===== src/gsr_params.svh =====
`ifndef GSR_PARAMS_SVH
`define GSR_PARAMS_SVH

// ----------------------------------------------------------------------
// Status byte bit positions
// ----------------------------------------------------------------------
`define GSR_STB_MSS 6
`define GSR_STB_ESB 5
`define GSR_STB_MAV 4
`define GSR_STB_TRIP 1
`define GSR_STB_STATE 0
`define GSR_STB_USED 8'h73

// ----------------------------------------------------------------------
// Standard event status bit positions
// ----------------------------------------------------------------------
`define GSR_ESR_PON 7
`define GSR_ESR_CME 5
`define GSR_ESR_EXE 4
`define GSR_ESR_QYE 2
`define GSR_ESR_OPC 0

// ----------------------------------------------------------------------
// Reset values, query error codes and used-bit masks
// ----------------------------------------------------------------------
`define GSR_ESR_RST 8'h80
`define GSR_ZERO8 8'h00
`define GSR_QER_UNTERM 8'h03
`define GSR_QER_DEADLOCK 8'h02
`define GSR_QER_INTERRUPT 8'h01
`define GSR_TRIP_USED 8'h86
`define GSR_STATE_USED 8'h8E
`define GSR_PPE_RST 4'h0

`endif


===== src/gsr_pkg.sv =====
package gsr_pkg;

    // ------------------------------------------------------------------
    // Command codes delivered by the command parser
    // ------------------------------------------------------------------
    typedef enum logic [4:0] {
        GSR_CMD_NOP = 5'h00,
        GSR_CMD_SET_SRE = 5'h01,
        GSR_CMD_SET_PRE = 5'h02,
        GSR_CMD_SET_ISE = 5'h03,
        GSR_CMD_SET_ITE = 5'h04,
        GSR_CMD_SET_ESE = 5'h05,
        GSR_CMD_SET_EER = 5'h06,
        GSR_CMD_Q_STB = 5'h07,
        GSR_CMD_Q_SRE = 5'h08,
        GSR_CMD_Q_PRE = 5'h09,
        GSR_CMD_Q_IST = 5'h0A,
        GSR_CMD_Q_ISR = 5'h0B,
        GSR_CMD_Q_ITR = 5'h0C,
        GSR_CMD_Q_ISE = 5'h0D,
        GSR_CMD_Q_ITE = 5'h0E,
        GSR_CMD_Q_ESR = 5'h0F,
        GSR_CMD_Q_ESE = 5'h10,
        GSR_CMD_Q_EER = 5'h11,
        GSR_CMD_Q_QER = 5'h12,
        GSR_CMD_CLS = 5'h13,
        GSR_CMD_OPC = 5'h14,
        GSR_CMD_PPE = 5'h15,
        GSR_CMD_PPD = 5'h16,
        GSR_CMD_PPU = 5'h17,
        GSR_CMD_INP_ON = 5'h18,
        GSR_CMD_INP_OFF = 5'h19
    } gsr_cmd_e;

    // ------------------------------------------------------------------
    // Response formatter state, one-hot
    // ------------------------------------------------------------------
    typedef enum logic [1:0] {
        GSR_FMT_IDLE = 2'b01,
        GSR_FMT_WAIT = 2'b10
    } gsr_fmt_e;

    typedef logic [7:0] gsr_byte_t;

endpackage


===== src/gsr_eval_if.sv =====
`timescale 1ns/100ps
`default_nettype none

// Register contents out to the summary evaluator, summaries back
interface gsr_eval_if;
    import gsr_pkg::*;
    gsr_byte_t esr; // Standard event status
    gsr_byte_t ese; // Its enable
    gsr_byte_t input_trip_register; // Input trip
    gsr_byte_t input_trip_enable; // Its enable
    gsr_byte_t input_state_register; // Input state
    gsr_byte_t input_state_enable; // Its enable
    gsr_byte_t service_request_enable; // Service request enable
    gsr_byte_t pre; // Parallel poll enable
    logic mav; // Message available
    gsr_byte_t stb; // Status byte with summary in bit 6
    logic ist; // Parallel poll local message
    modport regs (output esr, ese, input_trip_register, input_trip_enable, input_state_register, input_state_enable, service_request_enable, pre, mav, input stb, ist);
    modport eval (input esr, ese, input_trip_register, input_trip_enable, input_state_register, input_state_enable, service_request_enable, pre, mav, output stb, ist);
endinterface

`default_nettype wire


===== src/gsr_summary.sv =====
`timescale 1ns/100ps
`default_nettype none
`include "gsr_params.svh"

// Combinational summary of all masked registers
module gsr_summary (
    gsr_eval_if.eval ev
);
    import gsr_pkg::*;

    gsr_byte_t sum; // Working status byte

    // Any bit set in both operands
    function automatic logic any_match(input gsr_byte_t a, input gsr_byte_t b);
        any_match = |(a & b);
    endfunction

    // ------------------------------------------------------------------
    // Summary bits, master summary and ist
    // ------------------------------------------------------------------
    always_comb begin
        sum = `GSR_ZERO8; // Bits 7, 3, 2 stay zero
        sum[`GSR_STB_ESB] = any_match(ev.esr, ev.ese);
        sum[`GSR_STB_MAV] = ev.mav;
        sum[`GSR_STB_TRIP] = any_match(ev.input_trip_register, ev.input_trip_enable);
        sum[`GSR_STB_STATE] = any_match(ev.input_state_register, ev.input_state_enable);
        sum[`GSR_STB_MSS] = any_match(sum, ev.service_request_enable);
        ev.stb = sum;
        ev.ist = any_match(sum, ev.pre);
    end

endmodule

`default_nettype wire


===== src/gsr_status.sv =====
`timescale 1ns/100ps
`default_nettype none
`include "gsr_params.svh"

// Summary of operation
// - Enabled status bits raise summary and service request
// - Status query shows summary; serial poll shows request
// - Status byte bits 7, 3, 2 read zero
// - Request clears on poll; summary follows condition
// - Bit 5 summarises enabled standard events
// - Bit 4 set on response, cleared after terminator
// - Bit 1 summarises enabled input trips
// - Bit 0 summarises enabled input states
// - ist is masked status byte OR; queryable
// - Parallel poll mask written and read back
// - Poll line and sense set, released by commands
// - Poll response never drives data lines high
// - Talk with nothing pending: code 3, reset parser
// - Queue full while waiting: code 2, discard
// - Terminator or two ENDs waiting: code 1, discard
// - Power-on: events 128, other registers zero
// - Trip, error and event registers clear on query
// - State register shows live conditions; trip register latches them
// - Service request mask written and read back
// - Input enable off at power-on unless retained
// - Query error bit 2, execution 4, power-on 7

module gsr_status (
    input wire logic clk,
    input wire logic rst,
    input wire logic cmd_valid,
    input wire gsr_pkg::gsr_cmd_e cmd_code,
    input wire gsr_pkg::gsr_byte_t cmd_data,
    input wire logic resp_ready,
    input wire logic term_sent,
    input wire logic queue_empty,
    input wire logic queue_full,
    input wire logic term_parsed,
    input wire logic multi_end,
    input wire logic cmd_error,
    input wire logic spoll_done,
    input wire logic talk_pin,
    input wire logic ppoll_pin,
    input wire gsr_pkg::gsr_byte_t trip_cond,
    input wire gsr_pkg::gsr_byte_t state_cond,
    input wire logic retain_cfg,
    input wire logic last_enable,
    output logic resp_valid,
    output gsr_pkg::gsr_byte_t resp_data,
    output logic srq,
    output logic ist,
    output gsr_pkg::gsr_byte_t spoll_byte,
    output logic mav,
    output logic parser_reset,
    output logic fmt_discard,
    output logic input_enable,
    output gsr_pkg::gsr_byte_t dio_o,
    output gsr_pkg::gsr_byte_t dio_oe
);
    import gsr_pkg::*;

    // ------------------------------------------------------------------
    // Registers and their next values
    // ------------------------------------------------------------------
    gsr_byte_t sre_reg, sre_next; // Service request enable
    gsr_byte_t pre_reg, pre_next; // Parallel poll enable
    gsr_byte_t ise_reg, ise_next; // Input state enable
    gsr_byte_t ite_reg, ite_next; // Input trip enable
    gsr_byte_t ese_reg, ese_next; // Event status enable
    gsr_byte_t esr_reg, esr_next; // Event status
    gsr_byte_t eer_reg, eer_next; // Execution error code
    gsr_byte_t qer_reg, qer_next; // Query error code
    gsr_byte_t itr_reg, itr_next; // Sticky input trips
    gsr_byte_t stb_reg, stb_next; // Status byte, summary in bit 6
    gsr_byte_t spb_reg, spb_next; // Serial poll byte
    gsr_byte_t rdat_reg, rdat_next; // Query answer
    gsr_byte_t oe_reg, oe_next; // Poll line enables
    gsr_byte_t dio_reg, dio_next; // Poll line data, always low
    logic [3:0] ppe_reg, ppe_next; // Poll sense and line
    logic ppen_reg, ppen_next; // Poll response configured
    logic rqs_reg, rqs_next; // Request service
    logic mss_d_reg, mss_d_next; // Summary one cycle back
    logic ist_reg, ist_next; // ist local message
    logic rval_reg, rval_next; // Answer strobe
    logic prst_reg, prst_next; // Parser reset strobe
    logic disc_reg, disc_next; // Response discard strobe
    logic inen_reg, inen_next; // Load input enable
    logic init_reg, init_next; // Power-on capture done
    logic talk_d_reg, talk_d_next; // Talk level one cycle back
    gsr_fmt_e fmt_reg, fmt_next; // Response formatter state
    logic talk_s1, talk_s2, pp_s1, pp_s2; // Pin synchronisers

    gsr_byte_t isr_live; // Present input state
    logic talk_rise; // Newly addressed to talk
    logic waiting; // Response held for controller
    logic q_unterm, q_dead, q_trip_summary_bit; // Query error events

    // ------------------------------------------------------------------
    // Summary evaluator
    // ------------------------------------------------------------------
    gsr_eval_if ev ();
    assign ev.esr = esr_reg;
    assign ev.ese = ese_reg;
    assign ev.input_trip_register = itr_reg;
    assign ev.input_trip_enable = ite_reg;
    assign ev.input_state_register = isr_live;
    assign ev.input_state_enable = ise_reg;
    assign ev.service_request_enable = sre_reg;
    assign ev.pre = pre_reg;
    assign ev.mav = (fmt_reg == GSR_FMT_WAIT);

    gsr_summary u_summary (
        .ev(ev)
    );

    // Pins from the bus pass two flops before use
    always_ff @(posedge clk) begin
        if (rst) begin
            talk_s1 <= 1'b0;
            talk_s2 <= 1'b0;
            pp_s1 <= 1'b0;
            pp_s2 <= 1'b0;
        end else begin
            talk_s1 <= talk_pin;
            talk_s2 <= talk_s1;
            pp_s1 <= ppoll_pin;
            pp_s2 <= pp_s1;
        end
    end

    // ------------------------------------------------------------------
    // Next-state logic
    // ------------------------------------------------------------------
    always_comb begin
        // Live state: bit 0 reports input disabled
        isr_live = state_cond & `GSR_STATE_USED;
        isr_live[0] = ~inen_reg;
        waiting = (fmt_reg == GSR_FMT_WAIT);
        talk_rise = talk_s2 & ~talk_d_reg;
        q_unterm = talk_rise & ~waiting & queue_empty;
        q_dead = waiting & queue_full;
        q_trip_summary_bit = waiting & ~queue_full & (term_parsed | multi_end);
        // Defaults hold state, strobes fall
        sre_next = sre_reg;
        pre_next = pre_reg;
        ise_next = ise_reg;
        ite_next = ite_reg;
        ese_next = ese_reg;
        esr_next = esr_reg;
        eer_next = eer_reg;
        qer_next = qer_reg;
        itr_next = itr_reg;
        ppe_next = ppe_reg;
        ppen_next = ppen_reg;
        inen_next = inen_reg;
        rdat_next = `GSR_ZERO8;
        rval_next = 1'b0;
        prst_next = 1'b0;
        disc_next = 1'b0;
        talk_d_next = talk_s2;
        init_next = 1'b1;
        dio_next = `GSR_ZERO8; // Pull-up is passive only
        // Retained enable caught once after reset
        if (!init_reg) begin
            inen_next = retain_cfg & last_enable;
        end
        // Parser command and query handling
        if (cmd_valid) begin
            case (cmd_code)
                GSR_CMD_SET_SRE: sre_next = cmd_data;
                GSR_CMD_SET_PRE: pre_next = cmd_data;
                GSR_CMD_SET_ISE: ise_next = cmd_data;
                GSR_CMD_SET_ITE: ite_next = cmd_data;
                GSR_CMD_SET_ESE: ese_next = cmd_data;
                GSR_CMD_SET_EER: eer_next = cmd_data;
                GSR_CMD_Q_STB: begin
                    rval_next = 1'b1;
                    rdat_next = stb_reg; // Summary in bit 6
                end
                GSR_CMD_Q_SRE: begin
                    rval_next = 1'b1;
                    rdat_next = sre_reg;
                end
                GSR_CMD_Q_PRE: begin
                    rval_next = 1'b1;
                    rdat_next = pre_reg;
                end
                GSR_CMD_Q_IST: begin
                    rval_next = 1'b1;
                    rdat_next = {7'h00, ist_reg};
                end
                GSR_CMD_Q_ISR: begin
                    rval_next = 1'b1;
                    rdat_next = isr_live;
                end
                GSR_CMD_Q_ITR: begin
                    rval_next = 1'b1;
                    rdat_next = itr_reg;
                    itr_next = `GSR_ZERO8;
                end
                GSR_CMD_Q_ISE: begin
                    rval_next = 1'b1;
                    rdat_next = ise_reg;
                end
                GSR_CMD_Q_ITE: begin
                    rval_next = 1'b1;
                    rdat_next = ite_reg;
                end
                GSR_CMD_Q_ESR: begin
                    rval_next = 1'b1;
                    rdat_next = esr_reg;
                    esr_next = `GSR_ZERO8;
                end
                GSR_CMD_Q_ESE: begin
                    rval_next = 1'b1;
                    rdat_next = ese_reg;
                end
                GSR_CMD_Q_EER: begin
                    rval_next = 1'b1;
                    rdat_next = eer_reg;
                    eer_next = `GSR_ZERO8;
                end
                GSR_CMD_Q_QER: begin
                    rval_next = 1'b1;
                    rdat_next = qer_reg;
                    qer_next = `GSR_ZERO8;
                end
                GSR_CMD_CLS: begin
                    // Clear status empties all clear-on-read registers
                    itr_next = `GSR_ZERO8;
                    esr_next = `GSR_ZERO8;
                    eer_next = `GSR_ZERO8;
                    qer_next = `GSR_ZERO8;
                end
                GSR_CMD_OPC: esr_next[`GSR_ESR_OPC] = 1'b1;
                GSR_CMD_PPE: begin
                    ppe_next = cmd_data[3:0]; // Sense and line
                    ppen_next = 1'b1;
                end
                GSR_CMD_PPD, GSR_CMD_PPU: ppen_next = 1'b0;
                GSR_CMD_INP_ON: inen_next = 1'b1;
                GSR_CMD_INP_OFF: inen_next = 1'b0;
                default: rval_next = 1'b0;
            endcase
        end
        // Events set after clears, so the set wins
        itr_next = itr_next | (trip_cond & `GSR_TRIP_USED);
        if (cmd_error) begin
            esr_next[`GSR_ESR_CME] = 1'b1;
        end
        if (cmd_valid && cmd_code == GSR_CMD_SET_EER && cmd_data != `GSR_ZERO8) begin
            esr_next[`GSR_ESR_EXE] = 1'b1;
        end
        // Query protocol errors, deadlock ahead of interrupted
        if (q_unterm) begin
            qer_next = `GSR_QER_UNTERM;
            prst_next = 1'b1;
        end else if (q_dead) begin
            qer_next = `GSR_QER_DEADLOCK;
            disc_next = 1'b1;
        end else if (q_trip_summary_bit) begin
            qer_next = `GSR_QER_INTERRUPT;
            disc_next = 1'b1;
        end
        if (q_unterm | q_dead | q_trip_summary_bit) begin
            esr_next[`GSR_ESR_QYE] = 1'b1;
        end
        // Response formatter state
        case (fmt_reg)
            GSR_FMT_IDLE: begin
                fmt_next = resp_ready ? GSR_FMT_WAIT : GSR_FMT_IDLE;
            end
            GSR_FMT_WAIT: begin
                // Terminator sent or response discarded ends the wait
                if (term_sent | q_dead | q_trip_summary_bit) begin
                    fmt_next = GSR_FMT_IDLE;
                end else begin
                    fmt_next = GSR_FMT_WAIT;
                end
            end
            default: fmt_next = GSR_FMT_IDLE;
        endcase
        // Summaries registered one clock after the sources
        stb_next = ev.stb;
        ist_next = ev.ist;
        mss_d_next = ev.stb[`GSR_STB_MSS];
        // Request raised on a new summary, poll clears it
        rqs_next = rqs_reg & ~spoll_done;
        if (ev.stb[`GSR_STB_MSS] & ~mss_d_reg) begin
            rqs_next = 1'b1;
        end
        spb_next = ev.stb;
        spb_next[`GSR_STB_MSS] = rqs_next;
        // Poll response pulls the chosen line low on sense match
        oe_next = `GSR_ZERO8;
        if (pp_s2 && ppen_reg && (ist_reg == ppe_reg[3])) begin
            oe_next = 8'h01 << ppe_reg[2:0];
        end
    end

    // ------------------------------------------------------------------
    // State registers
    // ------------------------------------------------------------------
    always_ff @(posedge clk) begin
        if (rst) begin
            // Power-on values
            sre_reg <= `GSR_ZERO8;
            pre_reg <= `GSR_ZERO8;
            ise_reg <= `GSR_ZERO8;
            ite_reg <= `GSR_ZERO8;
            ese_reg <= `GSR_ZERO8;
            esr_reg <= `GSR_ESR_RST;
            eer_reg <= `GSR_ZERO8;
            qer_reg <= `GSR_ZERO8;
            itr_reg <= `GSR_ZERO8;
            stb_reg <= `GSR_ZERO8;
            spb_reg <= `GSR_ZERO8;
            rdat_reg <= `GSR_ZERO8;
            oe_reg <= `GSR_ZERO8;
            dio_reg <= `GSR_ZERO8;
            ppe_reg <= `GSR_PPE_RST;
            ppen_reg <= 1'b0;
            rqs_reg <= 1'b0;
            mss_d_reg <= 1'b0;
            ist_reg <= 1'b0;
            rval_reg <= 1'b0;
            prst_reg <= 1'b0;
            disc_reg <= 1'b0;
            inen_reg <= 1'b0;
            init_reg <= 1'b0;
            talk_d_reg <= 1'b0;
            fmt_reg <= GSR_FMT_IDLE;
        end else begin
            sre_reg <= sre_next;
            pre_reg <= pre_next;
            ise_reg <= ise_next;
            ite_reg <= ite_next;
            ese_reg <= ese_next;
            esr_reg <= esr_next;
            eer_reg <= eer_next;
            qer_reg <= qer_next;
            itr_reg <= itr_next;
            stb_reg <= stb_next;
            spb_reg <= spb_next;
            rdat_reg <= rdat_next;
            oe_reg <= oe_next;
            dio_reg <= dio_next;
            ppe_reg <= ppe_next;
            ppen_reg <= ppen_next;
            rqs_reg <= rqs_next;
            mss_d_reg <= mss_d_next;
            ist_reg <= ist_next;
            rval_reg <= rval_next;
            prst_reg <= prst_next;
            disc_reg <= disc_next;
            inen_reg <= inen_next;
            init_reg <= init_next;
            talk_d_reg <= talk_d_next;
            fmt_reg <= fmt_next;
        end
    end

    // Outputs straight from flops
    assign resp_valid = rval_reg;
    assign resp_data = rdat_reg;
    assign srq = rqs_reg;
    assign ist = ist_reg;
    assign spoll_byte = spb_reg;
    assign mav = stb_reg[`GSR_STB_MAV];
    assign parser_reset = prst_reg;
    assign fmt_discard = disc_reg;
    assign input_enable = inen_reg;
    assign dio_o = dio_reg;
    assign dio_oe = oe_reg;

    // ------------------------------------------------------------------
    // Checks
    // ------------------------------------------------------------------
    chk_mss_from_sre: assert property (
        @(posedge clk) disable iff (rst)
        ##1 stb_reg[6] == |($past(sre_reg[5:0]) & stb_reg[5:0]))
        else $error("summary bit disagrees with enabled status bits");
    chk_unused_zero: assert property (
        @(posedge clk) disable iff (rst)
        (stb_reg & ~`GSR_STB_USED) == 8'h00 && (spb_reg & 8'h8C) == 8'h00)
        else $error("unused status byte bits set");
    chk_rqs_poll_clear: assert property (
        @(posedge clk) disable iff (rst)
        spoll_done && !(ev.stb[6] && !mss_d_reg) |=> !srq ##1 spoll_byte[6] == srq)
        else $error("request not cleared by serial poll");
    chk_mav_terminator: assert property (
        @(posedge clk) disable iff (rst)
        fmt_reg == GSR_FMT_WAIT && term_sent |=> fmt_reg == GSR_FMT_IDLE ##1 !mav)
        else $error("message available not cleared after terminator");
    chk_unterm_code: assert property (
        @(posedge clk) disable iff (rst)
        q_unterm |=> qer_reg == 8'h03 && esr_reg[2] && parser_reset)
        else $error("unterminated error not recorded");
    chk_deadlock_code: assert property (
        @(posedge clk) disable iff (rst)
        waiting && queue_full |=> qer_reg == 8'h02 && fmt_discard && !ev.mav)
        else $error("deadlock error not recorded");
    chk_interrupt_code: assert property (
        @(posedge clk) disable iff (rst)
        q_trip_summary_bit |=> qer_reg == 8'h01 && esr_reg[2] && fmt_reg == GSR_FMT_IDLE)
        else $error("interrupted error not recorded");
    chk_ist_value: assert property (
        @(posedge clk) disable iff (rst)
        ##1 ist_reg == |(stb_reg & $past(pre_reg)))
        else $error("ist disagrees with masked status byte");
    chk_no_drive_high: assert property (
        @(posedge clk) disable iff (rst)
        dio_o == 8'h00 && $countones(dio_oe) <= 1)
        else $error("poll response drives a line high");
    chk_power_on: assert property (
        @(posedge clk)
        rst |=> esr_reg == 8'h80 && sre_reg == 8'h00 && qer_reg == 8'h00 && stb_reg == 8'h00)
        else $error("power-on values wrong");
    chk_qer_read_clear: assert property (
        @(posedge clk) disable iff (rst)
        cmd_valid && cmd_code == GSR_CMD_Q_QER && !(q_unterm || q_dead || q_trip_summary_bit)
        |=> qer_reg == 8'h00 && resp_valid)
        else $error("query error code not cleared by its query");

endmodule

`default_nettype wire


===== config.mk =====
export PLATFORM = sky130hd
export DESIGN_NAME = gsr_status
export DESIGN_NICKNAME = d
export VERILOG_FILES = /design/src/gsr_pkg.sv /design/src/gsr_eval_if.sv /design/src/gsr_summary.sv /design/src/gsr_status.sv
export VERILOG_INCLUDE_DIRS = /design/src
export SDC_FILE = /design/constraint.sdc
export NUM_CORES = 1
export LEC_CHECK = 0
export BUFFER_PORTS_ARGS = -buffer_cell sky130_fd_sc_hd__buf_4
export CELL_PAD_IN_SITES_DETAIL_PLACEMENT = 1
export CELL_PAD_IN_SITES_GLOBAL_PLACEMENT = 2
export CORE_MARGIN = 2
export CORE_UTILIZATION = 36
export CTS_CLUSTER_SIZE = 20
export DETAILED_ROUTE_END_ITERATION = 8
export PLACE_DENSITY = 0.95
export SYNTH_ARGS = -nofsm -noshare
export SYNTH_HDL_FRONTEND = slang
export SYNTH_SLANG_ARGS = --single-unit

===== constraint.sdc =====
create_clock -name clk -period 2.7 [get_ports clk]
set_input_delay 0.135 -clock clk [delete_from_list [all_inputs] [get_ports clk]]
set_output_delay 0.135 -clock clk [all_outputs]
set_load 0.02 [all_outputs]

== Word-level counts from Yosys, hierarchy flattened ==
Index checks and enable logic that the tools add are counted.

* Bits in registers: 115
* Bits of input ports: 44
* Logic and storage cells: 164

* Equal/unequal tests: 28
* Shift operators: 1
* Mux-type cells: 28
* Bitwise gates (word level): 28
* Reductions and logical operators: 44

{| class="wikitable"
|+ Operators with widths
! operator !! number
|-
| one-hot mux 8 bit (12 select lines) || 1
|-
| equality test 5 bit (second input constant) || 10
|-
| equality test 5 x 4 -> 1 bit (second input constant) || 8
|-
| OR reduction 8 bit || 5
|-
| AND reduction 2 bit || 14
|-
| AND 8 bit || 3
|-
| equality test 5 x 3 -> 1 bit (second input constant) || 4
|-
| nonzero test 2 bit || 9
|-
| 2-to-1 mux 8 bit || 2
|-
| one-hot mux 8 bit (2 select lines) || 1
|-
| OR reduction 2 bit || 8
|-
| 2-to-1 mux 2 bit || 7
|-
| OR reduction 12 bit || 1
|-
| 2-to-1 mux 1 bit || 11
|-
| equality test 5 x 2 -> 1 bit (second input constant) || 2
|-
| AND 1 bit || 9
|-
| AND 6 x 8 -> 8 bit || 1
|-
| AND 7 x 8 -> 8 bit || 1
|-
| inverter 1 bit || 8
|-
| bitwise OR 8 bit || 1
|-
| nonzero test 4 bit || 2
|-
| nonzero test 8 bit || 1
|-
| left shift 1 x 3 -> 8 bit (first input constant) || 1
|-
| 2-to-1 mux 6 bit || 1
|-
| 9 further kinds || 18
|}

== Depth between registers and ports, before layout ==
* Depth in word-level cells: 8
* Mapped depth: 7

== Hierarchy ==
A second synthesis with hierarchy kept.

* Cells, all modules: 476
* Area total of the unflattened synthesis: 4429.2 um2

{| class="wikitable"
|+ By module, submodules not included
! module !! instances !! cells each !! area an instance (um2) !! sequential area each (um2)
|-
| gsr_status || 1 || 448 || 4201.5 || 2021.9
|-
| gsr_summary || 1 || 28 || 227.7 || 0.0
|}

== Least setup slack after synthesis ==
Ideal clock, no wire load.

* Path type: register to register
* Start: reg fmt_reg[0]
* End: reg qer_reg[1]
* Setup time: 0.128 ns
* Arrival: 1.397 ns
* Data required time: 2.572 ns
* Path slack: 1.176 ns
* Stages on the path, launching flop included: 8
* Period minus slack after synthesis: 1.524 ns
* Cells stage by stage: dfxtp_1 > inv_1 > ha_1 > clkbuf_1 > and4bb_2 > a311oi_1 > a221oi_1 > nor2_1

* Cells in the longest elaborated chain, start to end: 6

{| class="wikitable"
|+ RTL lines
! element !! line !! text
|-
| from (decl) || gsr_status.sv:90 || <nowiki>gsr_fmt_e fmt_reg, fmt_next;</nowiki>
|-
| from (signal assigned) || gsr_status.sv:359 || <nowiki>fmt_reg <= fmt_next;</nowiki>
|-
| equality test 2 bit (*) || - ||
|-
| named net ev.mav || gsr_eval_if.sv:15 || <nowiki>logic mav;</nowiki>
|-
| AND 1 bit / inverter 1 bit (equally long branches) || gsr_status.sv:142, gsr_status.sv:140 ||
|-
| AND 1 bit (on tied branches) || gsr_status.sv:142, gsr_status.sv:140 ||
|-
| 2-to-1 mux 2 bit / AND 1 bit (equally long branches) || gsr_status.sv:261, gsr_status.sv:140 ||
|-
| 2-to-1 mux 2 bit / nonzero test 4 bit (equally long branches) || - ||
|-
| 2-to-1 mux 2 bit / AND reduction 2 bit (equally long branches) || - ||
|-
| to (signal assigned) || gsr_status.sv:314 || <nowiki>qer_reg <= `GSR_ZERO8;</nowiki>
|-
| to (signal assigned) || gsr_status.sv:341 || <nowiki>qer_reg <= qer_next;</nowiki>
|-
| to (decl) || gsr_status.sv:72 || <nowiki>gsr_byte_t qer_reg, qer_next;</nowiki>
|}

The timed path passes the listed nets; every way through them passes the cells marked *.
A chain may end at the register's enable or synchronous reset.

== Worst setup path in the final report ==
* Start: reg ise_reg[3] (netlist: ev.input_state_enable[3])
* End: reg ist_reg (netlist: ist)

* Cells in the longest elaborated chain, start to end: 6

{| class="wikitable"
|+ RTL lines
! element !! line !! text
|-
| from (decl) || gsr_status.sv:67 || <nowiki>gsr_byte_t ise_reg, ise_next;</nowiki>
|-
| from (signal assigned) || gsr_status.sv:309 || <nowiki>ise_reg <= `GSR_ZERO8;</nowiki>
|-
| from (signal assigned) || gsr_status.sv:336 || <nowiki>ise_reg <= ise_next;</nowiki>
|-
| AND 8 bit (*) || gsr_summary.sv:15 || <nowiki>any_match = |(a & b);</nowiki>
|-
| OR reduction 8 bit (*) || gsr_summary.sv:15 ||
|-
| AND 6 x 8 -> 8 bit || gsr_summary.sv:15 ||
|-
| OR reduction 8 bit || gsr_summary.sv:15 ||
|-
| AND 7 x 8 -> 8 bit (*) || gsr_summary.sv:15 ||
|-
| OR reduction 8 bit (*) || gsr_summary.sv:15 ||
|-
| to (signal assigned) || gsr_status.sv:352 || <nowiki>ist_reg <= ist_next;</nowiki>
|-
| to (decl) || gsr_status.sv:83 || <nowiki>logic ist_reg, ist_next;</nowiki>
|}

Mark *: on every way between the ends. The rest lies on a longest branch, timed or not.

==> results.json <==
{
  "cp_max_fo": 3,
  "gp_congestion": 0.921,
  "rsz0062_at_grt": "false",
  "final-setup-viol-count": 0,
  "clk_path_buf_depth": 2,
  "die-area_sq_mm": 0.0128,
  "final-seq-area_sq_mm": 0.00196,
  "violations": "DRC, hold timing",
  "start_util": 0.372,
  "critPathBufInv": 0,
  "avgSynthCellArea_sq_um": 9.26,
  "critPathLaunchType": "flip-flop",
  "rows": 39,
  "grt_pass1_vias": 3957,
  "cts_sinks": 98,
  "critPathSlowestCell": "a222oi_1",
  "cp-end-kind": "flip-flop",
  "syn_area_sq_mm": 0.00428,
  "synth-edff-count": 0,
  "vias_per_cell": 5.68,
  "routed_wl_mm": 13.8,
  "synth_most_common_cell": "dfxtp_1",
  "area_growth_pct": 19.8,
  "wl_per_cell_um": 20.8,
  "dp_hpwl_mm": 9.63,
  "fin_skew_ps": 8.17,
  "netlist_instances": 462,
  "power_leakage_nw": 2.16,
  "finalNonFillerCells": 663,
  "use_met1": 0.274,
  "core_sq_mm": 0.0115,
  "busiest_layer": "met2",
  "portBuffers": 62,
  "synth_area_leaders": "dfxtp_1 46%, mux2i_1 10%, nor2_1 5.8%",
  "critPathTopFamily": "compound AO/OA/AOI/OAI gates",
  "fin_ws_ps": 728,
  "die_w_um": 113,
  "cts_resized": 0,
  "clk_pin_slew_ps": 70,
  "synth-seq-cells": 98,
  "ir_drop_mv": 0.271,
  "worst_hold_slack_ps": -1.69,
  "antenna_found_initial": 0,
  "clk_latency_ps": 350,
  "detail_route.first_pass.iterations": 7,
  "grt_util_met2": 0.379,
  "finalMaxSlewViolations": 0,
  "run_status": "finished with violations",
  "fill_cells": 1356,
  "post_cts_buffers": 0,
  "hp-class": "in -> reg",
  "drt_iter0_drc": 362,
  "cp_data_required_time_ps": 2900,
  "synth_top_cell_area_share": 0.458,
  "path_class": "reg -> reg",
  "pre_cts_slack_ps": 723,
  "ys_async_sr_fraction": 0,
  "cts_tree": "yes",
  "tightestPinTransition_ps": 826,
  "drive_above_1_share": 0.188,
  "fin_crit_sh": 0.730,
  "grt_usage": 0.220,
  "drc": 4,
  "fin_crit_ps": 1970,
  "htreeDepth": 3,
  "met3_usage": 0.0343,
  "synth_cell_types": 57,
  "grt.overflow.total": 0,
  "cap_violations": 0,
  "fin_tns_setup_ps": 0,
  "grt_max_degree": 79,
  "final_nets": 561,
  "fmax_mhz": 507,
  "path_cells": "a222oi_1 -> nand3_1 -> a221oi_1 -> o22ai_1",
  "cts_buffers": 9,
  "place_inst": 646,
  "grt_pass1_wl_mm": 21.6,
  "hold_viol": 1,
  "power.density_mw_per_mm2": 613,
  "cts_root_buffer": "clkbuf_16",
  "vias": 3766,
  "synth_common_cells": "98 x dfxtp_1, 66 x nor2_1, 43 x mux2i_1, 28 x nand2_1",
  "synth-main-ff-cell": "dfxtp_1",
  "max-slew-margin-rel": 0.445,
  "io_pins": 83,
  "diodes": 0,
  "multi_input_area_sq_mm": 0.00206,
  "totalPowerFinal_mw": 3.14,
  "yosys_warnings": 0,
  "yosysSeqAreaShare": 0.458,
  "slowest_delay_ps": 570,
  "dieHeight_um": 113,
  "postRouteAntennaNets": 0,
  "cp.arrival_ps": 2170,
  "yosys.area.top_type": "dfxtp_1"
}
power by group:
group / internal [mW] / total (mW) / switching [mW]
clock: 0.834 / 1.39 / 0.553
combinational: 0.0946 / 0.265 / 0.171
sequential: 1.47 / 1.49 / 0.0188
logic make-up after synthesis:
kind of cell    share of synthesized area
buf+inv                            0.0690
compound gates                      0.153
flops                               0.458
fa+ha+maj                         0.00585
xor+xnor                          0.00205
simple gates                        0.208
mux                                 0.103
other cells                      0.000876
per-layer routing:
layer,share of wire,up-vias
li1,-,1747
met4,0.029,0
met3,0.059,30
met2,0.50,132
met5,0,-
met1,0.42,1857
per-stage QoR:
stage | util | area [sq um] | hold slack [ps]
2_1_floorplan | - | 4320 | 234
3_3_place_gp | 0.417 | 4800 | 325
3_5_place_dp | 0.417 | 4800 | 333
4_1_cts | 0.445 | 5130 | 0.319
5_1_grt | 0.445 | 5130 | 17.5
6_report | 0.445 | 5130 | -1.69
area by class of cell:
type                            instances  area share
Multi-Input combinational cell        319       0.402
Clock inverter                          5      0.0151
Clock buffer                           11      0.0473
Inverter                               13     0.00951
Timing Repair Buffer                   74       0.109
Tap cell                              143      0.0349
Sequential cell                        98       0.383
worst paths after layout:
kind	startpoint	end	slack [ps]	depth (start not counted)
worst max-delay path	ev.input_state_enable[3]	ist	730	4
worst min-delay path	ppoll_pin	pp_s1	-2	2
worst max register to register	ev.input_state_enable[3]	ist	730	4
worst min register to register	pp_s1	pp_s2	450	1
cell usage in the layout (no fill, tap or decap), types with 3 or more instances in the layout:
cell	n
mux2i_1	43
a32oi_1	5
conb_1	11
nand2b_1	7
a221oi_1	7
and3b_1	3
dfxtp_1	98
nor3b_1	3
a211oi_1	6
a222oi_1	4
o21ai_0	8
clkbuf_16	9
buf_4	73
a21oi_1	20
a31oi_1	7
a22oi_1	20
nand2_1	28
and4_1	3
nor4_1	4
nor2b_1	10
and3_1	7
nor3_1	9
and2_1	4
inv_1	13
nor2_1	66
nand3_1	11
repair_timing:
item                                    4_1_cts  5_1_grt
hold endpoints to repair                      1        0
hold buffers                                  1        0
endpoints found under the setup margin        0        0
Note: power is estimated with default switching activity, not from simulation.
